**src/scan_pkg.sv**
```systemverilog
// constants and types for the sram boundary-scan test logic
// assumes one test port per device and a single system clock domain
package scan_pkg;

  // instruction register
  localparam int unsigned IR_LEN = 3;
  localparam logic [2:0] INSTR_EXTEST = 3'h0;
  localparam logic [2:0] INSTR_IDCODE = 3'h1;
  localparam logic [2:0] INSTR_SAMPLE_Z = 3'h2;
  localparam logic [2:0] INSTR_PRELOAD = 3'h4;
  localparam logic [2:0] INSTR_BYPASS = 3'h7;
  // fixed pattern loaded in capture-ir, low two bits 01
  localparam logic [2:0] IR_CAPTURE_VAL = 3'h1;
  // instruction after test-logic-reset
  localparam logic [2:0] IR_RESET_VAL = 3'h1;

  // data register lengths
  localparam int unsigned ID_LEN = 32;
  localparam int unsigned BSR_LEN_119 = 85;
  localparam int unsigned BSR_LEN_165 = 89;

  // identification field values (revision, depth, width, present bit)
  localparam logic [2:0] ID_REVISION = 3'h0;
  localparam logic [4:0] ID_DEPTH = 5'h0b;
  localparam logic [5:0] ID_WIDTH = 6'h09;
  localparam logic ID_PRESENT = 1'h1;

  // reset values
  localparam logic TDO_RESET = 1'h0;
  localparam logic CTRL_CELL_PRESET = 1'h1;

  // synchroniser depth for pins sampled from the test port
  localparam int unsigned SYNC_STAGES = 2;

  typedef enum logic [3:0] {
    TLR, RTI, SEL_DR, CAP_DR, SHF_DR, EX1_DR, PAU_DR, EX2_DR, UPD_DR,
    SEL_IR, CAP_IR, SHF_IR, EX1_IR, PAU_IR, EX2_IR, UPD_IR
  } tap_state_e;

endpackage

```
**src/sram_boundary_scan_instr.sv**
```systemverilog
// boundary-scan instruction decode and data register selection
// Contract
// - code 000 captures the io ring, scans boundary cells, tri-states only while the control cell is low.
// - code 001 scans the 32-bit identification value, memory untouched.
// - code 010 captures the io ring, scans boundary cells, tri-states.
// - code 100 captures the io ring and scans boundary cells only.
// - code 111 puts the single bypass bit in the scan path only.
// - the small package variant has exactly 85 boundary cells.
// - the large package variant has 89 cells, the last one internal.
// - cells of unconnected balls read low when captured but pass shifted data on unchanged.
// - the last internal cell of the chain is preset high.
// - under external test the control cell high drives, low tri-states.
// - the control cell is preset high at reset and in test-logic-reset.
// assumes tck, tms and tdi come from an external controller, asynchronous
// to clock, with tck well below a quarter of the clock rate
`timescale 1ns/1ps
module sram_boundary_scan_instr #(
  parameter int unsigned BSR_LEN = scan_pkg::BSR_LEN_119,
  parameter logic [BSR_LEN-2:0] NC_MASK = '0,
  parameter logic [5:0] ID_DEVICE = 6'h2a, // arbitrary value
  parameter logic [10:0] ID_MAKER = 11'h5a6 // arbitrary value
) (
  input wire logic clock,
  input wire logic rst_b,
  input wire logic tck,
  input wire logic tms,
  input wire logic tdi,
  input wire logic [BSR_LEN-2:0] io_ring,
  output logic tdo,
  output logic tdo_oe,
  output logic mem_out_hiz,
  output logic bsr_drive,
  output logic [BSR_LEN-1:0] bsr_latched
);
  import scan_pkg::*;

  localparam logic [ID_LEN-1:0] ID_VALUE =
    {ID_REVISION, ID_DEPTH, ID_WIDTH, ID_DEVICE, ID_MAKER, ID_PRESENT};
  localparam int unsigned TOP = BSR_LEN - 1;

  // pin synchronisers; a third tck stage only feeds edge detection
  logic [SYNC_STAGES:0] tck_q;
  logic [SYNC_STAGES-1:0] tms_q;
  logic [SYNC_STAGES-1:0] tdi_q;
  logic tck_rise;
  logic tck_fall;
  tap_state_e state;

  logic [IR_LEN-1:0] ir_sr_q;
  logic [IR_LEN-1:0] ir_q;
  logic bypass_q;
  logic [ID_LEN-1:0] id_sr_q;
  logic [BSR_LEN-1:0] bsr_q;
  logic [BSR_LEN-1:0] bsr_d;
  logic [BSR_LEN-1:0] bsr_cap;
  logic [BSR_LEN-1:0] latch_q;
  logic tdo_q;
  logic tdo_oe_q;
  logic hiz_q;
  logic drive_q;
  logic sel_bsr;
  logic sel_id;
  logic is_extest;
  logic is_sample_z;

  always_ff @(posedge clock or negedge rst_b) begin
    if (!rst_b) begin
      // idle-high level, so a release does not fake a tck edge
      tck_q <= '1;
      tms_q <= '1;
      tdi_q <= '1;
    end else begin
      tck_q <= {tck_q[SYNC_STAGES-1:0], tck};
      tms_q <= {tms_q[SYNC_STAGES-2:0], tms};
      tdi_q <= {tdi_q[SYNC_STAGES-2:0], tdi};
    end
  end

  assign tck_rise = tck_q[SYNC_STAGES-1] & ~tck_q[SYNC_STAGES];
  assign tck_fall = ~tck_q[SYNC_STAGES-1] & tck_q[SYNC_STAGES];

  tap_fsm u_tap (
    .clock(clock),
    .rst_b(rst_b),
    .tck_rise(tck_rise),
    .tms(tms_q[SYNC_STAGES-1]),
    .state(state)
  );

  // decode of the current instruction; reserved codes fall to bypass
  // so a stray load cannot disturb the memory
  always_comb begin
    is_extest = 1'h0;
    is_sample_z = 1'h0;
    sel_bsr = 1'h0;
    sel_id = 1'h0;
    unique case (ir_q)
      INSTR_EXTEST: begin
        is_extest = 1'h1;
        sel_bsr = 1'h1;
      end
      INSTR_IDCODE: sel_id = 1'h1;
      INSTR_SAMPLE_Z: begin
        is_sample_z = 1'h1;
        sel_bsr = 1'h1;
      end
      INSTR_PRELOAD: sel_bsr = 1'h1;
      default: sel_bsr = 1'h0;
    endcase
  end

  // instruction register
  always_ff @(posedge clock or negedge rst_b) begin
    if (!rst_b) begin
      ir_sr_q <= IR_CAPTURE_VAL;
      ir_q <= IR_RESET_VAL;
    end else if (tck_rise) begin
      unique case (state)
        TLR: ir_q <= IR_RESET_VAL;
        CAP_IR: ir_sr_q <= IR_CAPTURE_VAL;
        SHF_IR: ir_sr_q <= {tdi_q[SYNC_STAGES-1], ir_sr_q[IR_LEN-1:1]};
        UPD_IR: ir_q <= ir_sr_q;
        default: ir_q <= ir_q;
      endcase
    end
  end

  // bypass and identification registers
  always_ff @(posedge clock or negedge rst_b) begin
    if (!rst_b) begin
      bypass_q <= 1'h0;
      id_sr_q <= ID_VALUE;
    end else if (tck_rise && !sel_bsr) begin
      if (state == CAP_DR) begin
        bypass_q <= 1'h0;
        id_sr_q <= ID_VALUE;
      end else if (state == SHF_DR) begin
        bypass_q <= tdi_q[SYNC_STAGES-1];
        id_sr_q <= {tdi_q[SYNC_STAGES-1], id_sr_q[ID_LEN-1:1]};
      end
    end
  end

  // boundary cells: unconnected balls capture low but still pass shifted
  // data on, so the chain stays whole; the control cell captures high
  assign bsr_cap[TOP] = CTRL_CELL_PRESET;
  assign bsr_d[TOP] = tdi_q[SYNC_STAGES-1];
  for (genvar i = 0; i < TOP; i++) begin : g_cell
    assign bsr_cap[i] = io_ring[i] & ~NC_MASK[i];
    assign bsr_d[i] = bsr_q[i+1];
  end

  always_ff @(posedge clock or negedge rst_b) begin
    if (!rst_b) begin
      bsr_q <= '0;
    end else if (tck_rise && sel_bsr) begin
      if (state == CAP_DR) begin
        bsr_q <= bsr_cap;
      end else if (state == SHF_DR) begin
        bsr_q <= bsr_d;
      end
    end
  end

  // latched parallel outputs of the boundary cells
  always_ff @(posedge clock or negedge rst_b) begin
    if (!rst_b) begin
      latch_q <= {CTRL_CELL_PRESET, {TOP{1'h0}}};
    end else if (tck_rise) begin
      if (state == TLR) begin
        latch_q[TOP] <= CTRL_CELL_PRESET;
      end else if (state == UPD_DR && sel_bsr) begin
        latch_q <= bsr_q;
      end
    end
  end

  // serial output changes on the test-clock fall only
  always_ff @(posedge clock or negedge rst_b) begin
    if (!rst_b) begin
      tdo_q <= TDO_RESET;
      tdo_oe_q <= 1'h0;
    end else if (tck_fall) begin
      tdo_oe_q <= (state == SHF_IR) || (state == SHF_DR);
      if (state == SHF_IR) begin
        tdo_q <= ir_sr_q[0];
      end else if (state == SHF_DR) begin
        if (sel_bsr) begin
          tdo_q <= bsr_q[0];
        end else if (sel_id) begin
          tdo_q <= id_sr_q[0];
        end else begin
          tdo_q <= bypass_q;
        end
      end
    end
  end

  // memory output control: sample-z always tri-states, external test
  // defers to the latched control cell
  always_ff @(posedge clock or negedge rst_b) begin
    if (!rst_b) begin
      hiz_q <= 1'h0;
      drive_q <= 1'h0;
    end else begin
      hiz_q <= is_sample_z
        || (is_extest && !latch_q[TOP]);
      drive_q <= is_extest;
    end
  end

  assign tdo = tdo_q;
  assign tdo_oe = tdo_oe_q;
  assign mem_out_hiz = hiz_q;
  assign bsr_drive = drive_q;
  assign bsr_latched = latch_q;

endmodule // sram_boundary_scan_instr

```
**src/tap_fsm.sv**
```systemverilog
// test access port state sequencer
// assumes tck_rise is a one-cycle pulse per test-clock rising edge and
// tms has already been synchronised to clock
`timescale 1ns/1ps
module tap_fsm (
  input wire logic clock,
  input wire logic rst_b,
  input wire logic tck_rise,
  input wire logic tms,
  output scan_pkg::tap_state_e state
);
  import scan_pkg::*;

  tap_state_e state_q;
  tap_state_e state_d;

  assign state = state_q;

  always_comb begin
    state_d = state_q;
    unique case (state_q)
      TLR: state_d = tms ? TLR : RTI;
      RTI: state_d = tms ? SEL_DR : RTI;
      SEL_DR: state_d = tms ? SEL_IR : CAP_DR;
      CAP_DR: state_d = tms ? EX1_DR : SHF_DR;
      SHF_DR: state_d = tms ? EX1_DR : SHF_DR;
      EX1_DR: state_d = tms ? UPD_DR : PAU_DR;
      PAU_DR: state_d = tms ? EX2_DR : PAU_DR;
      EX2_DR: state_d = tms ? UPD_DR : SHF_DR;
      UPD_DR: state_d = tms ? SEL_DR : RTI;
      SEL_IR: state_d = tms ? TLR : CAP_IR;
      CAP_IR: state_d = tms ? EX1_IR : SHF_IR;
      SHF_IR: state_d = tms ? EX1_IR : SHF_IR;
      EX1_IR: state_d = tms ? UPD_IR : PAU_IR;
      PAU_IR: state_d = tms ? EX2_IR : PAU_IR;
      EX2_IR: state_d = tms ? UPD_IR : SHF_IR;
      UPD_IR: state_d = tms ? SEL_DR : RTI;
    endcase
  end

  always_ff @(posedge clock or negedge rst_b) begin
    if (!rst_b) begin
      state_q <= TLR;
    end else if (tck_rise) begin
      state_q <= state_d;
    end
  end

endmodule // tap_fsm
```
**config.mk**
```make
export PLATFORM = sky130hd
export DESIGN_NAME = sram_boundary_scan_instr
export DESIGN_NICKNAME = d
export VERILOG_FILES = /design/src/scan_pkg.sv /design/src/sram_boundary_scan_instr.sv /design/src/tap_fsm.sv
export SDC_FILE = /design/constraint.sdc
export NUM_CORES = 1
export LEC_CHECK = 0
export ABC_AREA = 1
export ABC_CLOCK_PERIOD_IN_PS = 1500
export BUFFER_PORTS_ARGS = -buffer_cell sky130_fd_sc_hd__buf_2
export CORE_MARGIN = 10
export CORE_UTILIZATION = 50
export DETAILED_ROUTE_END_ITERATION = 16
export HOLD_SLACK_MARGIN = 0.03
export PLACE_DENSITY = 0.76
export SLEW_MARGIN = 20
export SYNTH_ARGS = -nofsm -noshare
export SYNTH_HDL_FRONTEND = slang
export SYNTH_SLANG_ARGS = --single-unit
export TNS_END_PERCENT = 20
```
**constraint.sdc**
```tcl
create_clock -name clock -period 1.5 [get_ports clock]
set_input_delay 0.225 -clock clock [delete_from_list [all_inputs] [get_ports clock]]
set_output_delay 0.225 -clock clock [all_outputs]
set_load 0.005 [all_outputs]
```
==> results.txt, run 1 <==
- The count of nets left with antenna violations once routing finished came out at 0.
- Highest metal layer with signal wires: met4
- Sort of element at the start of the critical path: flip-flop
- Fraction of the cycle the final worst path needs: 106.1%
- Worst endpoint data arrival time: 2020 ps
- Worst Hold Class: input pin to flip-flop
- Violated checks: negative setup slack
- No sink is reached through more buffers than the 3 on the longest clock path.
- Synth top area cells: dfrtp_1, nand2_1, o21ai_0, dfstp_2, o21ai_1
* Final critical delay including setup and external delays: 1592 ps
- Clk_lat worst skew: 530 ps
* Fraction of layout instances using a drive strength above 1: 30.99%
- I/O pin total: 178
- The flow ran to the end, but the final reports show violations.
- At the end of routability-driven placement, the weighted congestion stood at 0.8833.
* Length of routed wiring on met1: 12150 um
* Unrepaired setup endpoints after global routing: true
- The initialized floorplan defines 50 standard-cell rows.
* CTS sink cnt: 223
- Leaving out fill and tap cells, the most frequent cells in the layout are nand2_1, dfrtp_1, buf_2, o21ai_0, o21ai_1.
* Count of TritonRoute iterations in the first routing pass: 5
- CTS root buf: clkbuf_16
- Num CTS Buffers: 24
- Worst hold slack: 38.31 ps
* P_leak: 6.497 nW
- Maximum resistive drop on vdd: 0.001221 V
* Critical path fanouts, max: 9
- The tool flagged a number of max-cap violations equal to 0.
* Nets in the synthesized netlist: 1184
- Effective utilization at floorplan: 50.84%
- In the routed design, unresolved DRC markers number 0.
- In the global route stage, overall resource usage came out at 19.68%.
- During synthesis, Yosys emitted a total of 0 warnings.
- Peak Freq: 628.1 MHz
- Final setup margin: -92.03 ps
- Adding up every negative setup slack in the final design gives -1915 ps.
- First DRT Iteration DRCs: 686
* Vias after detailed routing: 8646
* Die Span X: 157.9 um
* Post-synthesis cell area: 9510 um^2
- Dividing total power by cell area gives a power density of 1826 nW/um^2.
* Post-placement cell count: 1482
* FF+latch count, synth: 223
- Most frequent standard cell in the layout excluding fill and tap cells: nand2_1
* Vias/cell: 5.397
- The placed instances occupy a cell area of 10850 um^2.
* Worst Skew: 20.32 ps
* Total inserted antenna cells: 0
- The initial antenna violation count is 0.
* Final slew viol count: 0
- Total power for the finished layout comes to 24.22 mW.
- Measured against its own limit, the worst slew margin works out to 72.48%.
* Clock tree from TritonCTS: yes
- In the detailed route, the total length drawn on met3 is 2184 um.
- After synthesis, the largest area contributor takes up 52.10% of total cell area.
- Post-placement setup slack: -96.44 ps
- Once detailed placement completed, the half-perimeter wirelength came to 15960 um.
- After the last flow step, the layout net total stands at 1439.
- Fill count: 1291
- The average instance in the mapped netlist occupies 8.685 um^2.
- Design Area, Final: 13260 um^2
- The number of endpoints with negative hold slack in the final report came to 0.
- Synthesis instantiated 27 different standard cells from the library.
- Cell accounting for the most synthesized area: dfrtp_1
- IO Port Bufs: 177
- Required @ worst endpoint: 1930 ps
* Utilization after layout: 70.90%
* Clk slew on worst S/H paths: 60 ps
- Register area share after synthesis: 59.01%
* First-pass GRT wire length: 40570 um
* Crit end category: flip-flop
- Entering global routing, the biggest net connects 93 pins.
* WL met2: 14260 um
- At the pin with the least slew margin, the transition time is 412.8 ps.
- Once layout is complete, the cells apart from fillers number 1602.
* Mapped Cells: 1095
* Total wirelength of the detailed-routed design: 29490 um
- Die boundary height: 157.9 um
- The via count of the first global-routing pass was 8184.
* Setup violators final: 106
* Global route total overflow: 0
* Area growth from synthesis to final layout: 39.44%
* Routed WL per cell: 18.41 um
- Die Area: 24940 um^2
* CP Class: flip-flop to flip-flop
- CTS built an H-tree with a depth of 1.
- Core outline area: 18710 um^2
## cell type report
type | count | area, um^2 | area share [%]
clock buffer | 37 | 719.4 | 5.425
clock inverter | 7 | 121.4 | 0.9152
inverter | 116 | 462.9 | 3.491
multi-input combinational | 692 | 3440 | 25.94
sequential | 223 | 5614 | 42.33
tap | 234 | 292.8 | 2.208
timing repair buffer | 293 | 2611 | 19.69
## power by group
group	internal, mW	leakage, nW	switching, mW
Sequential	8.65	2.70	1.15
Clock	3.82	0.414	2.40
Combinational	3.45	3.39	4.75
Total	15.9	6.50	8.30
## synth_stat cells, drive strengths merged
cell type,count
nand4,1
dfrtp,198
buf,44
dfstp,25
o21ai,275
nand2,334
clkinv,1
o31ai,11
inv,115
nor2,26
o22ai,2
a21oi,16
o211ai,1
a31oi,3
nand3,12
clkbuf,20
nor3,11
## worst max-delay path: stages (launching register included)
cell and delay (ps):
dfrtp_1 440, buf_6 150, nor2_4 80, nand2_2 80, nand2_4 90, buf_4 140
nand2_8 100, clkbuf_16 200, o31ai_2 220
## what timing repair did
item / in CTS / in global routing
cloned: 5 / 24
gates resized for setup: 30 / 144
pin swaps: 6 / 12
endpoints found under the hold margin: 233 / 0
hold buffers: 28 / 0
buffers inserted: 14 / 8
endpoints found under the setup margin: 108 / 189
## path summary, 6_finish.rpt
kind,start,end,slack (ps),depth (start not counted)
setup / recovery,u_tap.state[0],id_sr_q[26],-90,8
hold / removal,io_ring[51],bsr_q[51],40,5
setup reg to reg,u_tap.state[0],id_sr_q[26],-90,8
hold reg to reg,tdi_q[0],tdi_q[1],360,0
max in group asynchronous,rst_b,tdi_q[0],660,3
min in group asynchronous,rst_b,bsr_q[11],210,2
## flip-flops by register name, indices dropped and copies added (netlist names)
register / count
bsr_drive: 1
bypass_q: 1
mem_out_hiz: 1
ir_q: 3
tdo: 1
u_tap.state: 4
tck_q: 3
tdo_oe: 1
ir_sr_q: 3
tms_q: 2
bsr_q: 85
tdi_q: 2
bsr_latched: 85
id_sr_q: 31
## layer usage
| layer | vias to the layer above | GRT usage [%] |
|---|---|---|
| met4 | 0 | 5.209 |
| met2 | 352 | 31.99 |
| li1 | 4018 | - |
| met1 | 4210 | 25.89 |
| met5 | - | 0 |
| met3 | 66 | 4.668 |
## cells by family after synthesis
group | after synthesis | share of synthesized area, %
and+or+nand+nor | 384 | 15.85
AOI/OAI and AO/OA | 308 | 16.59
DFF | 223 | 59.01
buffers and inverters | 180 | 8.551
Note: power is estimated with default switching activity, not from simulation.
==> inputs of run 2 (changes only) <==
--- a/config.mk
+++ b/config.mk
@@ -12,7 +12,7 @@
 export CORE_UTILIZATION = 50
 export DETAILED_ROUTE_END_ITERATION = 16
 export HOLD_SLACK_MARGIN = 0.03
-export PLACE_DENSITY = 0.76
+export PLACE_DENSITY = 0.77
 export SLEW_MARGIN = 20
 export SYNTH_ARGS = -nofsm -noshare
 export SYNTH_HDL_FRONTEND = slang
==> results.txt, run 2 (synthesis gave the netlist of run 1 again) <==
- First-pass GRT wire length: 40860 um (+0.71%)
* Fraction of the cycle the final worst path needs: 106.0% (-0.14 points)
- Antenna violations before repair: 0 (unchanged)
- The initial cell density of the core was 50.84% (unchanged).
* Crit end category: flip-flop
- The chip height was 157.9 um (unchanged).
- CP Class: flip-flop to flip-flop
- The maximum clock skew at final layout came to 24.55 ps (+4.235 ps).
- The transition time of the tightest slew-check pin is 334.0 ps (-78.78 ps).
- The share of power burned in combinational logic came to 32.1% (-1.8 points).
* Placed wire-length estimate: 16080 um (+0.73%)
* Maximum number of pins on one net before global-route repair: 77 (-17%)
- The static leakage was 6.294 nW (-3.1%).
* Worst Hold Class: input pin to flip-flop
- The area taken by flip-flops and latches was 5614 um^2 (unchanged).
- The number of buffers added on ports came to 177 (unchanged).
- The total placed cells including tap cells was 1499 (+1.1%).
- Final slew viol count: 0 (unchanged)
- DRC violations left: 0 (unchanged)
* Final Wtd Congestion: 0.8434 (-4.5%)
- The maximum count of clock buffers along a single path is 3 (unchanged).
* Total inserted antenna cells: 0 (unchanged)
* Number of max-cap violations: 0 (unchanged)
- Peak Freq: 629.0 MHz (+0.14%)
* Number of global-route vias before repair: 8039 (-1.8%)
- Final-report hold violation count: 0 (unchanged)
- The worst setup margin came to -89.86 ps (+2.161 ps).
- Setup repair after global routing could not meet its margin everywhere.
- The total area of multi-input combinational cells was 3256 um^2 (-5.3%).
- Switching share of total power: 34.10% (-0.19 points)
- Clk network pwr share: 26.2% (+0.5 points)
- The CTS buffer count came to 24 (unchanged).
- Leaving out fill and tap cells, the most frequent cell in the layout is nand2_1.
* Die Area: 24940 um^2 (unchanged)
* Required @ worst endpoint: 1930 ps (about the same)
- The filler cell count is 1421 (+10%).
- Vias/cell: 5.155 (-4.5%)
- Overall track demand over capacity in global routing: 20.03% (+0.35 points)
- Count of TritonRoute iterations in the first routing pass: 5 (unchanged)
* Core outline area: 18710 um^2 (unchanged)
- The count of non-filler cells in the finished layout came to 1601 (-0.062%).
* Routed WL per cell: 16.23 um (-12%)
* I/O pin total: 178 (unchanged)
* Fraction of layout instances using a drive strength above 1: 26.04% (-5.0 points)
- Die Span X: 157.9 um (unchanged)
* Largest stage delay on the critical path: 390 ps (-50 ps)
- The number of levels the H-tree was split into was 1 (unchanged).
- The maximum fanout along the worst path is 24 (+15).
- The power per standard cell area is 1844 nW/um^2 (+0.97%).
* Final critical delay including setup and external delays: 1590 ps (-2.161 ps)
- Num rows: 50 (unchanged)
* Setup violators final: 62 (-42%)
- TritonCTS built the clock tree.
- The CTS sink count was 223 (unchanged).
- The flow ran to the end, but the final reports show violations.
- Normalized max-slew margin: 77.73% (+5.3 points)
- In the layout the commonest cells are nand2_1, dfrtp_1, buf_2, o21ai_0, inv_1.
* Total wirelength of the detailed-routed design: 25980 um (-12%)
- Utilization after layout: 67.97% (-2.9 points)
- Global route total overflow: 0 (unchanged)
- STA classifies the critical path startpoint as a flip-flop.
* Final-layout setup total negative slack: -1274 ps (+640.8 ps)
- The DRC violation total after the first TritonRoute iteration is 578 (-16%).
- The part of the total power dissipated in sequential elements is 41.6% (+1.1 points).
* Clk_lat worst skew: 540 ps (about the same)
- The arrival time at the worst endpoint came to 2020 ps (about the same).
- Clk slew on worst S/H paths: 60 ps (about the same)
- The final net count is 1438 (-0.069%).
- Post-DRT Antenna Nets: 0 (unchanged)
- On the critical path, the stage with the largest delay is an instance of dfrtp_1.
* Vias after detailed routing: 8253 (-4.5%)
- The tree is rooted in a clkbuf_16.
- The worst IR drop on VDD is 0.001387 V (+14%).
- Critical-path cell list: a21oi_2 > inv_2 > nor2_4 > buf_4 > nand3_4 > buf_12 > buf_16 > o21ai_0
* Net Switching: 7.995 mW (-3.7%)
- Internal power consumption: 15.45 mW (-2.9%)
- The area growth from synthesis to layout is 33.68%.
- Violated checks: negative setup slack
## run 2: cell types whose count changed in the layout (fill, tap and decap cells not counted), sizes merged
| cell | delta |
|---|---|
| clkbuf | -19 |
| clkinvlp | +2 |
| dlygate4sd3 | +18 |
| inv | +2 |
| buf | -4 |
## run 2: final timing paths
check                                  from               to  slack, ps  cells past startpoint
worst max-delay path                ir_q[2]  bsr_latched[24]        -90                      8
worst min-delay path            io_ring[20]        bsr_q[20]         30                      5
worst max register to register      ir_q[2]  bsr_latched[24]        -90                      8
worst min register to register     tdi_q[0]         tdi_q[1]        360                      0
max in group asynchronous             rst_b  bsr_latched[23]        690                      3
min in group asynchronous             rst_b      id_sr_q[23]        170                      2
## run 2: power by group through the flow
stage          registers, mW  clock network (mW)  logic, mW
2_1_floorplan           9.65                   0       4.11
3_3_place_gp            9.70                   0       6.77
3_5_place_dp            9.77                   0       6.97
4_1_cts                 9.73                6.23       7.23
5_1_grt                 10.0                6.49       8.58
6_report                9.76                6.15       7.54
## run 2: per-layer routing
metal	GRT usage (%)	wire, um	vias to the layer above
li1	-	-	4017
met1	27.07	11300	3949
met2	32.09	12430	255
met3	4.450	1803	32
met4	4.987	442	0
met5	0	0	-
## run 2: cell type report
| type | instances | area share [%] |
|---|---|---|
| Inverter | 116 | 3.504 |
| Sequential cell | 223 | 44.16 |
| Multi-Input combinational cell | 692 | 25.61 |
| Clock buffer | 33 | 5.226 |
| Tap cell | 234 | 2.303 |
| Clock inverter | 11 | 1.309 |
| Timing Repair Buffer | 292 | 17.89 |
## run 2: stage by stage
step | setup slack, ps | area (um^2) | power [mW] | hold slack, ps
finish | -89.86 | 12710 | 23.45 | 28.33
global route | -192.9 | 12710 | 25.10 | 47.97
CTS | -98.15 | 12460 | 23.19 | 31.99
detailed placement | -87.05 | 11010 | 16.74 | 123.0
global placement | -20.87 | 11010 | 16.46 | 120.9
floorplan | -25.42 | 9518 | 13.76 | -70.59
## run 2: critical path: cells and delay by family, from the launching register on
family,cells,cell delay (ps)
flops,1,390
simple gates,2,170
buf+inv,4,530
compound gates,2,400
## run 2: repair_timing
item                                    in CTS  in global routing
gates cloned                                 3                  5
gates resized for setup                     19                 57
pin swaps                                    1                  3
hold buffers                                46                  0
endpoints found under the setup margin     108                204
endpoints found under the hold margin      248                  0
buffers inserted                             3                  1
==> inputs of run 3 (changes only) <==
--- a/config.mk
+++ b/config.mk
@@ -6,13 +6,15 @@
 export NUM_CORES = 1
 export LEC_CHECK = 0
 export ABC_AREA = 1
-export ABC_CLOCK_PERIOD_IN_PS = 1500
+export ABC_CLOCK_PERIOD_IN_PS = 1950
 export BUFFER_PORTS_ARGS = -buffer_cell sky130_fd_sc_hd__buf_2
 export CORE_MARGIN = 10
 export CORE_UTILIZATION = 50
 export DETAILED_ROUTE_END_ITERATION = 16
 export HOLD_SLACK_MARGIN = 0.03
-export PLACE_DENSITY = 0.77
+export PLACE_DENSITY = 0.74
+export SKIP_CTS_REPAIR_TIMING = 1
+export SKIP_LAST_GASP = 1
 export SLEW_MARGIN = 20
 export SYNTH_ARGS = -nofsm -noshare
 export SYNTH_HDL_FRONTEND = slang
==> constraint.sdc (replaced) <==
create_clock -name clock -period 1.95 [get_ports clock]
set_input_delay 0.2925 -clock clock [delete_from_list [all_inputs] [get_ports clock]]
set_output_delay 0.2925 -clock clock [all_outputs]
set_load 0.005 [all_outputs]
==> results.txt, run 3 (synthesis gave the netlist of run 1 again) <==
* Utilization after layout: 61.65% (-6.3 points)
* Antenna violations before repair: 0 (unchanged)
- Setup violators final: 0 (-100%)
- Effective utilization at floorplan: 50.84% (unchanged)
- The count of non-filler cells in the finished layout was 1512 (-5.6%).
- IO Port Bufs: 177 (unchanged)
* Peak Freq: 577.0 MHz (-8.3%)
* Maximum number of pins on one net before global-route repair: 99 (+29%)
- The static leakage is 5.717 nW (-9.2%).
- Final-layout setup total negative slack: 0 ps (+1274 ps)
- Required @ worst endpoint: 2390 ps (+460 ps)
* Worst Hold Class: input pin to flip-flop
* I/O pin total: 178 (unchanged)
- CP Class: flip-flop to flip-flop
- The global-route wire length before repair is 37360 um (-8.6%).
- The total length of routed wires was 22090 um (-15%).
* Core outline area: 18710 um^2 (unchanged)
- Total inserted antenna cells: 0 (unchanged)
* Total power draw: 17.28 mW (-26%)
- Clock H-tree levels: 1 (unchanged)
* Normalized max-slew margin: 70.18% (-7.5 points)
- Post-DRT Antenna Nets: 0 (unchanged)
- The worst IR drop on VDD came to 0.0008572 V (-38%).
- Count of TritonRoute iterations in the first routing pass: 5 (unchanged)
* Clk_lat worst skew: 520 ps (-20 ps)
- The die footprint came to 24940 um^2 (unchanged).
- The power per standard cell area is 1498 nW/um^2 (-19%).
* Commonest cells after routing, fill and taps aside: nand2_1, dfrtp_1, o21ai_0, buf_2, inv_1
- The cell sitting at the root of the clock tree is a clkbuf_16.
- TritonCTS built the clock tree.
- Final slew viol count: 0 (unchanged)
- The post-route standard cell area excluding fillers came to 11530 um^2 (-9.3%).
* Post-placement cell count: 1462 (-2.5%)
- Final critical delay including setup and external delays: 1733 ps (+143.1 ps)
- Most frequent standard cell in the layout excluding fill and tap cells: nand2_1
- Routed WL per cell: 14.61 um (-10%)
* Placed instance area: 10640 um^2 (-3.4%)
- Final setup margin: 217.0 ps (+306.9 ps)
* First DRT Iteration DRCs: 487 (-16%)
* Final-report hold violation count: 0 (unchanged)
* Transition time of the tightest slew-check pin: 447.2 ps (+113.2 ps)
- Number of nets in the layout: 1348 (-6.3%)
- The half-perimeter wire length of the detailed placement result came to 15240 um (-5.2%).
* Area growth from synthesis to final layout: 21.25%
* Sort of element at the start of the critical path: flip-flop
* Status: finished clean
- The worst setup path is captured at a flip-flop.
- Overall track demand over capacity in global routing: 17.99% (-2.0 points)
* Final Wtd Congestion: 0.8454 (+0.24%)
- Die boundary height: 157.9 um (unchanged)
- DRC violations left: 0 (unchanged)
* Worst Skew: 26.55 ps (+1.996 ps)
- Worst hold slack: 89.60 ps (+61.28 ps)
- The maximum fanout along the worst path came to 68 (+180%).
- The clock transition at the register clock pins on the worst setup and hold paths after CTS came to 60 ps (about the same).
- Number of max-cap violations: 0 (unchanged)
- The final global-route overflow total is 0 (unchanged).
* Num rows: 50 (unchanged)
- Fraction of the cycle the final worst path needs: 88.87% (-17 points)
* Clock tree buffer depth: 3 (unchanged)
* Fill count: 1595 (+12%)
* Die Span X: 157.9 um (unchanged)
* Num CTS Buffers: 25 (+4.2%)
- The total vias in the final route came to 7564 (-8.3%).
- Setup repair after global routing could not meet its margin everywhere.
- The arrival time at the worst endpoint is 2180 ps (+160 ps).
* Number of global-route vias before repair: 7432 (-7.6%)
- Fraction of layout instances using a drive strength above 1: 21.60% (-4.4 points)
- CTS sink cnt: 223 (unchanged)
- The worst setup slack before clock tree synthesis came to 222.7 ps (+309.8 ps).
- Vias/cell: 5.003 (-3.0%)
==> run 3: cell types whose count changed in the layout (fill, tap and decap cells not counted), moves of 7 or more <==
| cell | before | now |
|---|---|---|
| dlygate4sd3_1 | 46 | 4 |
| buf_4 | 38 | 8 |
| o21ai_0 | 161 | 190 |
| o21ai_1 | 106 | 85 |
| o31ai_1 | 1 | 11 |
| o31ai_2 | 10 | 0 |
| o21ai_2 | 8 | 0 |
| buf_12 | 18 | 11 |
==> run 3: worst max-delay path, stage by stage, from the launching register on <==
cell and delay [ps]:
dfrtp_1 480, nand2_1 130, clkinv_2 100, nand2_4 100, inv_4 190, buf_12 280
nand2_1 100, o21ai_0 110, nand2_1 80, o21ai_1 90
==> run 3: final cells by class <==
cell class,instances,area (um^2),area share (%)
Tap cell,234,292.8,2.539
Multi-Input combinational cell,692,3093,26.82
Timing Repair Buffer,201,1244,10.79
Inverter,116,441.7,3.830
Clock buffer,35,683.2,5.924
Sequential cell,223,5612,48.67
Clock inverter,11,165.2,1.432
==> run 3: metal layers <==
metal	vias up	track usage (%)	share of wire, %
met5	-	0	0
met3	47	4.776	6.8
met2	173	26.80	45
met4	0	5.254	2.5
met1	3503	25.27	46
li1	3841	-	-
==> run 3: worst paths after layout <==
| check | end | slack (ps) | start | depth (start not counted) |
|---|---|---|---|---|
| max | bsr_q[12] | 220 | u_tap.state[0] | 9 |
| min | bsr_q[54] | 90 | io_ring[54] | 5 |
| max reg2reg | bsr_q[12] | 220 | u_tap.state[0] | 9 |
| min reg2reg | tdi_q[1] | 360 | tdi_q[0] | 0 |
| max in group asynchronous | id_sr_q[2] | 980 | rst_b | 3 |
| min in group asynchronous | bsr_latched[26] | 290 | rst_b | 2 |
==> run 3: where the power goes <==
part | total [mW] | internal (mW) | leakage (nW) | switching (mW)
clock network | 4.84 | 2.98 | 0.419 | 1.86
registers | 7.46 | 6.64 | 2.70 | 0.818
logic | 4.97 | 2.01 | 2.60 | 2.97
total | 17.3 | 11.6 | 5.72 | 5.65
